`src/core/phy_strap_map.vh`:
```
// Constants for the receive-pin strap and MII receive block.
// Assumes a 100 MHz system clock and a 32-bit AHB-Lite register bus.
`ifndef PHY_STRAP_MAP_VH
`define PHY_STRAP_MAP_VH

// Register byte offsets
`define REG_CTRL_OFS 8'h00
`define REG_STATUS_OFS 8'h04

// Control register fields
`define CTRL_MDIX_BIT 0
`define CTRL_MDIO_DRIVE_BIT 1
`define CTRL_MDIO_VALUE_BIT 2
`define CTRL_RESET_VAL 3'h0

// Status register fields
`define STAT_EMI_BIT 0
`define STAT_CFG2_BIT 1
`define STAT_ADDR0_BIT 2
`define STAT_MDIO_BIT 3
`define STAT_MDIX_BIT 4

// Clock rates and the receive clock divide ratio
`define MCLK_FREQ_HZ 100000000
`define RXCLK_FREQ_HZ 25000000
`define RXCLK_DIV (`MCLK_FREQ_HZ / `RXCLK_FREQ_HZ)

// AHB encodings
`define HTRANS_NONSEQ 2'h2
`define HTRANS_SEQ 2'h3

`endif

```
`src/core/phy_strap_rx_pins.v`:
```
// Shared MII receive pins with reset-time strap capture, pair direction
// control and management line timing, behind an AHB-Lite register slave.
// Assumes one 100 MHz clock, synchronous reset, and external pull resistors
// that the pull-enable output switches on during reset.
`timescale 1ns/100ps
`include "phy_strap_map.vh"
module phy_strap_rx_pins (
    // Clock and reset
    input wire mclk,
    input wire rst,
    // AHB-Lite slave
    input wire hsel,
    input wire [7:0] haddr,
    input wire [1:0] htrans,
    input wire hwrite,
    input wire [2:0] hsize,
    input wire [31:0] hwdata,
    input wire hready,
    output wire [31:0] hrdata,
    output wire hreadyout,
    output wire hresp,
    // Receive stream from the PHY datapath
    input wire [3:0] rxNibbleIn,
    input wire rxValidIn,
    input wire rxErrIn,
    output wire rxTake,
    // MII receive pins towards the MAC
    output wire rxClkOut,
    output wire [3:0] rxDataOut,
    output wire rxDataOeN,
    input wire rxData3In,
    output wire rxDvOut,
    output wire rxDvOeN,
    input wire rxDvIn,
    output wire rxErrOut,
    output wire rxErrOeN,
    input wire rxErrPinIn,
    output wire strapPullEn,
    // Captured straps
    output wire emiFilterStrap,
    output wire configStrapBit2,
    output wire phyAddressBit0,
    // Cable pair direction
    output wire pairATransmit,
    output wire pairBTransmit,
    // Management interface
    input wire mdcIn,
    input wire mdioIn,
    output wire mdioOut,
    output wire mdioOeN
);

    ////////////////////////////////////////////////////////////////////////////
    // Pin synchronisers
    wire [4:0] syncLevel; // {mdio, mdc, rxd3, rxdv, rxer}
    pin_sync #(
        .WIDTH(5)
    ) uSync (
        .mclk(mclk),
        .rst(1'b0),
        .pinIn({mdioIn, mdcIn, rxData3In, rxDvIn, rxErrPinIn}),
        .levelOut(syncLevel)
    );
    // Synchroniser is never reset so the pulled levels are tracked during reset

    ////////////////////////////////////////////////////////////////////////////
    // Strap capture
    reg emiStrap_reg; // Filter select
    reg cfg2Strap_reg; // Config bit 2
    reg phyAd0Strap_reg; // Address bit 0
    reg pullEn_reg; // Pull resistors on
    // Track the pins through reset; the value at the release edge is kept
    always @(posedge mclk) begin
        if (rst) begin
            emiStrap_reg <= syncLevel[0];
            cfg2Strap_reg <= syncLevel[1];
            phyAd0Strap_reg <= syncLevel[2];
            pullEn_reg <= 1'b1;
        end else begin
            pullEn_reg <= 1'b0;
        end
    end
    // Limitation: the pin level must be settled at least five cycles before release

    ////////////////////////////////////////////////////////////////////////////
    // Receive clock divider
    reg [1:0] divCnt_reg; // Phase inside one receive clock period
    reg rxClk_reg; // Receive clock to the MAC
    always @(posedge mclk) begin
        if (rst) begin
            divCnt_reg <= 2'h0;
            rxClk_reg <= 1'h0;
        end else begin
            divCnt_reg <= divCnt_reg + 2'h1;
            // Low half then high half of each period
            if (divCnt_reg == 2'h3) begin
                rxClk_reg <= 1'b0;
            end else if (divCnt_reg == 2'h1) begin
                rxClk_reg <= 1'b1;
            end
        end
    end
    wire nibbleTick = (divCnt_reg == 2'h3); // Falling edge of rxClk next

    ////////////////////////////////////////////////////////////////////////////
    // Receive data path
    reg [3:0] rxData_reg;
    reg rxDv_reg;
    reg rxErr_reg;
    reg rxOeN_reg; // High while the pins are strap inputs
    reg rxTake_reg; // One-cycle pulse per nibble taken
    always @(posedge mclk) begin
        if (rst) begin
            rxData_reg <= 4'h0;
            rxDv_reg <= 1'h0;
            rxErr_reg <= 1'h0;
            rxOeN_reg <= 1'b1;
            rxTake_reg <= 1'h0;
        end else begin
            rxOeN_reg <= 1'b0;
            rxTake_reg <= nibbleTick;
            if (nibbleTick) begin
                rxData_reg <= rxValidIn ? rxNibbleIn : 4'h0;
                rxDv_reg <= rxValidIn;
                rxErr_reg <= rxValidIn & rxErrIn;
            end
        end
    end
    // Data moves half a period before the MAC's sampling edge, giving full setup

    ////////////////////////////////////////////////////////////////////////////
    // Management line timing
    reg mdcPrev_reg; // Last accepted management clock level
    reg mdioSample_reg; // Data bit taken at the clock's rising edge
    reg mdioOut_reg;
    reg mdioOeN_reg;
    reg [2:0] ctrl_reg; // Control register
    always @(posedge mclk) begin
        if (rst) begin
            mdcPrev_reg <= 1'h0;
            mdioSample_reg <= 1'h0;
            mdioOut_reg <= 1'h1;
            mdioOeN_reg <= 1'h1;
        end else begin
            mdcPrev_reg <= syncLevel[3];
            if (syncLevel[3] && !mdcPrev_reg) begin
                mdioSample_reg <= syncLevel[4];
            end
            if (!syncLevel[3] && mdcPrev_reg) begin
                mdioOut_reg <= ctrl_reg[`CTRL_MDIO_VALUE_BIT];
                // Open-drain like: only a low is driven
                mdioOeN_reg <= ~(ctrl_reg[`CTRL_MDIO_DRIVE_BIT]
                                 & ~ctrl_reg[`CTRL_MDIO_VALUE_BIT]);
            end
        end
    end

    ////////////////////////////////////////////////////////////////////////////
    // Pair direction
    reg pairATx_reg;
    reg pairBTx_reg;
    always @(posedge mclk) begin
        if (rst) begin
            pairATx_reg <= 1'h1;
            pairBTx_reg <= 1'h0;
        end else begin
            pairATx_reg <= ~ctrl_reg[`CTRL_MDIX_BIT];
            pairBTx_reg <= ctrl_reg[`CTRL_MDIX_BIT];
        end
    end

    ////////////////////////////////////////////////////////////////////////////
    // AHB-Lite slave
    reg wrPend_reg; // Write data phase pending
    reg [7:0] wrAddr_reg;
    reg [31:0] rdata_reg;
    wire accept = hsel && hready && (htrans == `HTRANS_NONSEQ || htrans == `HTRANS_SEQ);
    reg [31:0] rdNext; // Read data for the address in the address phase
    // Decode read data; unmapped offsets read as zero
    always @* begin
        rdNext = 32'h0;
        case (haddr)
            `REG_CTRL_OFS: begin
                rdNext[2:0] = ctrl_reg;
            end
            `REG_STATUS_OFS: begin
                rdNext[`STAT_EMI_BIT] = emiStrap_reg;
                rdNext[`STAT_CFG2_BIT] = cfg2Strap_reg;
                rdNext[`STAT_ADDR0_BIT] = phyAd0Strap_reg;
                rdNext[`STAT_MDIO_BIT] = mdioSample_reg;
                rdNext[`STAT_MDIX_BIT] = pairBTx_reg;
            end
            default: begin
                rdNext = 32'h0;
            end
        endcase
    end
    // Address phase capture and write data phase
    always @(posedge mclk) begin
        if (rst) begin
            wrPend_reg <= 1'h0;
            wrAddr_reg <= 8'h0;
            rdata_reg <= 32'h0;
            ctrl_reg <= `CTRL_RESET_VAL;
        end else begin
            if (wrPend_reg && wrAddr_reg == `REG_CTRL_OFS) begin
                ctrl_reg <= hwdata[2:0];
            end
            // Status is read-only; writes elsewhere are ignored
            wrPend_reg <= accept && hwrite;
            if (accept) begin
                wrAddr_reg <= haddr;
                rdata_reg <= hwrite ? 32'h0 : rdNext;
            end
        end
    end

    ////////////////////////////////////////////////////////////////////////////
    // Outputs
    assign hrdata = rdata_reg;
    assign hreadyout = 1'b1;
    assign hresp = 1'b0;
    assign rxTake = rxTake_reg;
    assign rxClkOut = rxClk_reg;
    assign rxDataOut = rxData_reg;
    assign rxDataOeN = rxOeN_reg;
    assign rxDvOut = rxDv_reg;
    assign rxDvOeN = rxOeN_reg;
    assign rxErrOut = rxErr_reg;
    assign rxErrOeN = rxOeN_reg;
    assign strapPullEn = pullEn_reg;
    assign emiFilterStrap = emiStrap_reg;
    assign configStrapBit2 = cfg2Strap_reg;
    assign phyAddressBit0 = phyAd0Strap_reg;
    assign pairATransmit = pairATx_reg;
    assign pairBTransmit = pairBTx_reg;
    assign mdioOut = mdioOut_reg;
    assign mdioOeN = mdioOeN_reg;

endmodule

```
`src/core/pin_sync.v`:
```
// Three-stage input synchroniser for pins from outside the mclk domain.
// Assumes a synchronous active-high reset; output moves once stages 2 and 3 agree.
`timescale 1ns/100ps
module pin_sync #(
    parameter WIDTH = 1
) (
    // Clock and reset
    input wire mclk,
    input wire rst,
    // Raw pins and filtered levels
    input wire [WIDTH-1:0] pinIn,
    output wire [WIDTH-1:0] levelOut
);

    genvar i;
    generate
        for (i = 0; i < WIDTH; i = i + 1) begin : gSync
            reg s1_reg; // Only read by s2_reg
            reg s2_reg;
            reg s3_reg;
            reg level_reg; // Accepted level
            ////////////////////////////////////////////////////////////////////
            // Shift chain and agreement filter
            always @(posedge mclk) begin
                if (rst) begin
                    s1_reg <= 1'h0;
                    s2_reg <= 1'h0;
                    s3_reg <= 1'h0;
                    level_reg <= 1'h0;
                end else begin
                    s1_reg <= pinIn[i];
                    s2_reg <= s1_reg;
                    s3_reg <= s2_reg;
                    // Accept only a level seen twice, so a metastable sample is dropped
                    if (s2_reg == s3_reg) begin
                        level_reg <= s3_reg;
                    end
                end
            end
            assign levelOut[i] = level_reg;
        end
    endgenerate

endmodule

```
`config.mk`:
```
export PLATFORM = sky130hd
export DESIGN_NAME = phy_strap_rx_pins
export DESIGN_NICKNAME = d
export VERILOG_FILES = /design/src/core/phy_strap_rx_pins.v /design/src/core/pin_sync.v
export VERILOG_INCLUDE_DIRS = /design/src /design/src/core
export SDC_FILE = /design/constraint.sdc
export NUM_CORES = 1
export LEC_CHECK = 0
export BUFFER_PORTS_ARGS = -buffer_cell sky130_fd_sc_hd__buf_2
export CAP_MARGIN = 10
export CORE_MARGIN = 1.5
export CORE_UTILIZATION = 30
export CTS_BUF_LIST = sky130_fd_sc_hd__clkbuf_2 sky130_fd_sc_hd__clkbuf_4 sky130_fd_sc_hd__clkbuf_8
export DETAILED_ROUTE_END_ITERATION = 8
export PLACE_DENSITY = 0.62
export SYNTH_ARGS = -nofsm -noshare
export SYNTH_HDL_FRONTEND = slang
export SYNTH_SLANG_ARGS = --single-unit
```
`constraint.sdc`:
```
create_clock -name mclk -period 1.35 [get_ports mclk]
set_clock_uncertainty 0.2 [all_clocks]
set_input_delay 0.27 -clock mclk [delete_from_list [all_inputs] [get_ports mclk]]
set_output_delay 0.27 -clock mclk [all_outputs]
set_load 0.1 [all_outputs]
```
---- Yosys cells after proc, flatten, opt, wreduce, memory -nomap -nowiden ----
Cells that the tools add are included.
word-level totals
  bits in registers ....................... 84
  input port bits ......................... 61
  output and inout bits ................... 53
  word-level logic and storage cells ...... 73
operators by class
  $add $sub $neg .......................... 1
  equal/unequal tests ..................... 10
  muxes and demuxes ....................... 5
  bitwise logic cells ..................... 5
  reduce and logical (&&, ||, !) cells .... 12
operators with widths
  cell                 number
  $logic_not 8->1      2
  $eq 8x3->1 const B   1
  $eq 2x2->1 const B   3
  $logic_and 1x1->1    6
  $pmux 3 s2           1
  $eq 1x1->1           5
  $mux 5               1
  $mux 4               1
  $not 1->1            3
  $add 2x1->2 const B  1
  $and 1x1->1          2
  $eq 2x1->1 const B   1
  $logic_not 1->1      2
  $mux 2               1
  $reduce_or 2->1      1
  $logic_or 1x1->1     1
  $mux 1               1

---- Logic depth before layout (Yosys ltp) ----
Gate-level depths: netlist (run 1).
  depth after elaboration ................. 4
  gate-level depth with buffers ........... 5
  gate-level depth less buffers ........... 4

---- By module ----
Synthesis (run 1) repeated with hierarchy kept, for this count alone.
unflattened totals
  cells, all modules ...................... 229
  area, all modules ....................... 2317.2 um^2
modules (own cells, without submodules)
  module             times used  cells each  area an instance (um^2)  sequential area each (um^2)
  phy_strap_rx_pins  1           172         1627.8                   770.7
  pin_sync           1           57          689.4                    400.4

---- Least setup slack after synthesis (run 1) ----
No wires, ideal clock.
  kind .................................... register to output
  from .................................... reg rxOeN_reg (netlist: rxDataOeN)
  to ...................................... out rxDvOeN
  arrival ................................. 1.392 ns
  data required time ...................... 0.880 ns
  path slack .............................. -0.512 ns
  stages on the path, launching flop included .. 2
  path buffers ............................ 1
  path through ............................ dfxtp_1 -> buf_4
RTL lines
  item                      RTL line                 RTL
  start: declaration        phy_strap_rx_pins.v:110  reg rxOeN_reg;
  start signal: assignment  phy_strap_rx_pins.v:117  rxOeN_reg <= 1'b1;
  start signal: assignment  phy_strap_rx_pins.v:120  rxOeN_reg <= 1'b0;
  end: declaration          phy_strap_rx_pins.v:33   output wire rxDvOeN,
No word-level cell between the ends.

---- Worst setup path after layout (run 1) ----
  from .................................... reg cfg2Strap_reg (netlist: configStrapBit2)
  to ...................................... out configStrapBit2
RTL lines
  item                      RTL line                RTL
  start: declaration        phy_strap_rx_pins.v:69  reg cfg2Strap_reg;
  start signal: assignment  phy_strap_rx_pins.v:76  cfg2Strap_reg <= syncLevel[1];
  end: declaration          phy_strap_rx_pins.v:41  output wire configStrapBit2,
No word-level cell between the ends.

==> flow_summary_export.csv, run 1 <==
group,metric,value,unit
run_status,outcome,"finished, violations left",
run_status,violations,"setup timing",
sta,setup_ws,-0.08966,ns
power,pwr-share-seq,41.3,%
yosys,synth_flop_cell,"dfxtp_1",
sta,drv_slew,0,
routing,avgViaCountPerCell,3.931,
yosys,synth.distinct_cells,28,
power,p_comb_share,18.7,%
routing,drc,0,
yosys,synth_seq_cells,57,
floorplanning,coreArea,6832,sq um
sta,finalCriticalPeriod,1.440,ns
power,p_clk_share,40.0,%
clock_tree,htreeDepth,3,
power,p_int,3.149,mW
place,gp_congestion,0.7115,
place,placed_cell_area,2745,sq um
yosys,ys_seq_area_share,57.55,%
sta,clock.fmax,694.6,MHz
routing,firstDrtPassIters,3,
yosys,synth_commonest_cells,"dfxtp_1, buf_4, nand2_1",
floorplanning,io_pins,114,
floorplanning,rows,30,
worst_setup_path,cp_top_family,"flip-flops",
worst_setup_path,cp_slowest_cell,"edfxtp_1",
global_routing,grt_pass1_vias,1396,
global_routing,grt_use_total,10.66,%
worst_setup_path,cp_num_buf_inv,1,
worst_setup_path,end_kind,"primary output",
clock_tree,clkSinkCount,57,
floorplanning,die_w,87.11,um
clock_tree,cts_tree,"yes",
sta,finalSetupTns,-0.5074,ns
routing,avgRoutedWirePerCell,9.843,um
yosys,netlist_area,2122,sq um
flow_run,max_cap_viol_count,0,
yosys,syn_inst,197,
final_layout,nets,337,
yosys,synthArstFlopShare,0,%
floorplanning,die_y,87.11,um
worst_setup_path,crit_type,"flop to primary output",
place,io_buffers,51,
worst_setup_path,critPathMaxFanout,2,
global_routing,grt_overflow_total,0,
power,powerDensity,1380,nW/um^2
yosys,yosysWarningCount,0,
clock_tree,clk_pin_slew,0.06,ns
floorplanning,start_util,31.06,%
yosys,synth_edf_count,8,
global_routing,antenna_found_initial,0,
power,power_switching,1.315,mW
floorplanning,die-area,7587,sq um
sta,setup_viol_count_final,10,
power,leakage,1.339,nW
clock_tree,cts_made_buffers,9,
final_layout,layout-area-overhead-vs-synth,52.42,%
final_layout,antenna_cells,0,
global_routing,grt_pass1_wl,5954,um
power,vdd_drop_max,0.7964,mV
sta,hold_viol_final,0,
yosys,synth_area_leaders,"dfxtp_1, buf_4, edfxtp_1",
yosys,synth_top_area_share,46.23,%
routing,ant_nets,0,
worst_setup_path,critPathLaunchType,"flop",
yosys,syn_avg_cell_area,10.77,sq um
yosys,yosysTopAreaCell,"dfxtp_1",
power,p_total,4.465,mW
final_layout,largest_reg_flops,8,
place,place_ws,-0.09910,ns
worst_setup_path,max_stage_delay,0.44,ns
power,switching_share,29.46,%
sta,hold_ws,0.02097,ns
worst_setup_path,cp.required,0.88,ns
hold_path,hold_class,"input port to flop",
clock_tree,clockBufferDepth,2,
worst_setup_path,worstPathArrival,0.97,ns
clock_tree,clk_latency,0.33,ns
clock_tree,root_buffer,"clkbuf_8",
global_routing,grt_max_degree,22,
yosys,synth.most_common_cell,"dfxtp_1",
final_layout,final_area,3234,sq um
sta,timing.final.crit_share,106.6,%
place,hpwl,2598,um
sta,rsz0062_at_grt,"true",
routing,num_vias,1474,
routing,routed_wl,3691,um
routing,first_iter_violations,48,
final_layout,drive_gt1_share,39.07,%
worst_setup_path,path_cells,"buf_12",
-- final timing paths --
check | startpoint | endpoint | slack, ns | cells past startpoint
worst max-delay path | configStrapBit2$_DFFE_PP_ | configStrapBit2 | -0.09 | 1
worst min-delay path | haddr[0] | wrAddr_reg[0]$_SDFFE_PP0P_ | 0.02 | 3
worst max register to register | wrAddr_reg[7]$_SDFFE_PP0P_ | ctrl_reg[1]$_SDFFE_PP0P_ | -0.04 | 3
worst min register to register | uSync.gSync[4].s1_reg$_DFF_P_ | uSync.gSync[4].s2_reg$_DFF_P_ | 0.13 | 0
-- tightest hold or removal path, delay by kind of cell --
| kind | cells | cell delay, ns |
|---|---|---|
| buf+inv | 1 | 0.12 |
| compound gates | 1 | 0.05 |
| simple gates | 1 | 0.05 |
-- power by group through the flow --
stage                     clock (mW)  combinational [mW]  sequential, mW
after floorplan                    0               0.560            1.99
after global placement             0               0.778            1.88
after detailed placement           0               0.781            1.88
after CTS                       1.86               0.824            1.85
after global routing            1.92               0.867            1.85
final                           1.79               0.835            1.84
-- placed cells by master, fill, tap and decap left out, types with 3 or more instances in the layout --
cell and count:
dlygate4sd3_1 17, inv_1 4, buf_2 27, clkbuf_8 11, dfxtp_2 18, nand2b_1 9, mux2i_1 6, buf_12 25
xnor2_1 5, edfxtp_1 8, nand2_1 19, nand4_1 4, a22oi_1 3, conb_1 29, mux2_4 3, dfxtp_1 29
buf_4 9, a21oi_1 11, nor2b_1 4, nor2_1 11
-- layer usage --
layer	wire length, um	global-route usage, %	share of wire (%)	up-vias
met2	1890	17.76	51	50
met3	267	5.403	7.2	10
met5	0	0	0	-
met1	1462	11.13	40	672
li1	-	-	-	742
met4	72	5.195	2.0	0
-- repair_timing --
item	CTS	global route
setup endpoints to repair	18	29
hold endpoints to repair	17	0
pin swaps	2	2
resized for setup	4	8
buffers inserted	3	5
hold buffers	17	0
-- logic make-up (layout without fill, tap and decap cells) --
| family | after synthesis | count (layout) | synth area share (%) |
|---|---|---|---|
| flops | 57 | 57 | 57.55 |
| mux | 9 | 9 | 4.422 |
| compound gates | 19 | 19 | 5.071 |
| buf+inv | 44 | 99 | 13.91 |
| fa+ha+maj | 2 | 2 | 1.179 |
| xor+xnor | 5 | 5 | 2.064 |
| simple gates | 59 | 59 | 15.45 |
| other cells | 2 | 29 | 0.3539 |
-- stage by stage --
step,util (%),instances
6_report,47.34,375
5_1_grt,47.34,375
4_1_cts,46.50,370
3_5_place_dp,40.18,334
3_3_place_gp,40.18,334
2_1_floorplan,-,224
-- cell type report --
type / count / area (sq um)
fill: 651 / 3597
sequential: 57 / 1251
timing repair buffer: 78 / 873.3
multi-input combinational: 123 / 742.0
clock buffer: 11 / 151.4
tap: 96 / 120.1
clock inverter: 5 / 77.57
inverter: 5 / 18.77
No activity file was read; power rests on OpenSTA's default activity.
==> inputs of run 2 (changes only) <==
PLACE_DENSITY = 0.59   (was 0.62)
clock period = 1.55 ns   (was 1.35 ns; I/O delays follow)
==> run 2 against run 1 <==
The run now ends clean. Total power fell by 14%. Global-route usage barely moved. First-iteration DRC count rose by 25%. Clock-buffer cell count did not move. Register-to-register slack improved by 0.18 ns. Non-clock buffer count fell by 16. Design area fell by 6.9%. Critical endpoint unchanged. Largest cell class unchanged. Largest power group unchanged.
==> flow_summary_export.csv, run 2 (synthesis results as in run 1) <==
group,metric,value,unit
clock_tree,cts_tree,"yes",
sta,timing.final.crit_share,94.67,%
sta,setup_ws,0.08265,ns
worst_setup_path,cp_num_buf_inv,1,
power,powerDensity,1279,nW/um^2
routing,avgViaCountPerCell,3.911,
worst_setup_path,cp_top_family,"flip-flops",
floorplanning,coreArea,6832,sq um
floorplanning,die-area,7587,sq um
final_layout,fin_util,44.08,%
final_layout,fin_cells,359,
clock_tree,htreeDepth,3,
clock_tree,clkSinkCount,57,
worst_setup_path,worstPathArrival,0.96,ns
floorplanning,start_util,31.06,%
clock_tree,clk_pin_slew,0.06,ns
place,hpwl,2758,um
global_routing,grt_pass1_wl,5934,um
place,place_ws,0.1027,ns
worst_setup_path,crit_type,"flop to primary output",
power,vdd_drop_max,0.6084,mV
floorplanning,io_pins,114,
worst_setup_path,critPathMaxFanout,2,
worst_setup_path,cp_slowest_cell,"edfxtp_1",
final_layout,final_common_cell,"dfxtp_1",
clock_tree,clockBufferDepth,2,
routing,drc,0,
clock_tree,cts_made_buffers,9,
sta,hold_viol_final,0,
flow_run,max_cap_viol_count,0,
routing,routed_wl,3726,um
global_routing,grt_pass1_vias,1353,
final_layout,antenna_cells,0,
global_routing,antenna_found_initial,0,
sta,clock.fmax,681.5,MHz
hold_path,hold_class,"input port to flop",
place,gp_congestion,0.7245,
routing,first_iter_violations,60,
sta,drv_slew,0,
run_status,outcome,"complete, no violations",
power,p_total,3.850,mW
worst_setup_path,critPathLaunchType,"flop",
final_layout,layout-area-overhead-vs-synth,41.92,%
global_routing,grt_use_total,10.68,%
clock_tree,root_buffer,"clkbuf_8",
sta,setup_viol_count_final,0,
sta,finalSetupTns,0,ns
global_routing,grt_max_degree,15,
sta,rsz0062_at_grt,"false",
place,numPlacedInstances,337,
floorplanning,die_w,87.11,um
final_layout,nets,321,
power,leakage,1.249,nW
routing,num_vias,1404,
routing,avgRoutedWirePerCell,10.38,um
place,io_buffers,51,
worst_setup_path,cp.required,1.04,ns
worst_setup_path,path_cells,"buf_12",
clock_tree,postCtsSetupRepairBufs,0,
place,placed_cell_area,2720,sq um
floorplanning,die_y,87.11,um
worst_setup_path,max_stage_delay,0.44,ns
global_routing,grt_overflow_total,0,
clock_tree,clk_latency,0.32,ns
routing,ant_nets,0,
floorplanning,rows,30,
sta,hold_ws,0.01851,ns
sta,finalCriticalPeriod,1.467,ns
final_layout,layout_common_cells,"dfxtp_1, conb_1, buf_2",
routing,firstDrtPassIters,4,
final_layout,final_area,3012,sq um
final_layout,largest_reg_flops,8,
worst_setup_path,end_kind,"primary output",
final_layout,drive_gt1_share,29.66,%
-- run 2: path summary, 6_finish.rpt --
kind,start,slack (ns),to,depth (start not counted)
worst min register to register,uSync.gSync[0].s1_reg$_DFF_P_,0.13,uSync.gSync[0].s2_reg$_DFF_P_,0
worst max register to register,wrAddr_reg[7]$_SDFFE_PP0P_,0.14,ctrl_reg[0]$_SDFFE_PP0P_,3
worst min-delay path,rxErrIn,0.02,rxErrOut$_SDFFE_PP0P_,3
worst max-delay path,configStrapBit2$_DFFE_PP_,0.08,configStrapBit2,1
-- run 2: worst register-to-register path, delay by kind of cell (launching register included) --
kind | cells | cell delay [ns]
DFF | 1 | 0.31
muxes | 1 | 0.20
and+or+nand+nor | 2 | 0.62
-- run 2: final cells by class --
type	count	area, sq um
multi-input cells	123	718.2
inverters	5	18.77
fillers	679	3820
clock buffers	11	151.4
clock inverters	5	77.57
flip-flops and latches	57	1225
well taps	96	120.1
repair buffers	62	700.7
-- run 2: repair_timing --
action | CTS | global route
endpoints found under the setup margin | 1 | 0
resized for setup | 1 | 0
hold endpoints to repair | 6 | 0
hold buffers | 6 | 0
-- run 2: where the power goes --
group	internal [mW]	total, mW	switching, mW
clock network	0.987	1.55	0.568
logic	0.160	0.690	0.530
registers	1.57	1.61	0.0401
-- run 2: metal layers --
metal / wire length (um) / vias up / GRT usage [%]
li1: - / 709 / -
met5: 0 / - / 0
met3: 300 / 2 / 6.635
met2: 1911 / 47 / 18.25
met4: 12 / 0 / 3.896
met1: 1502 / 646 / 10.55
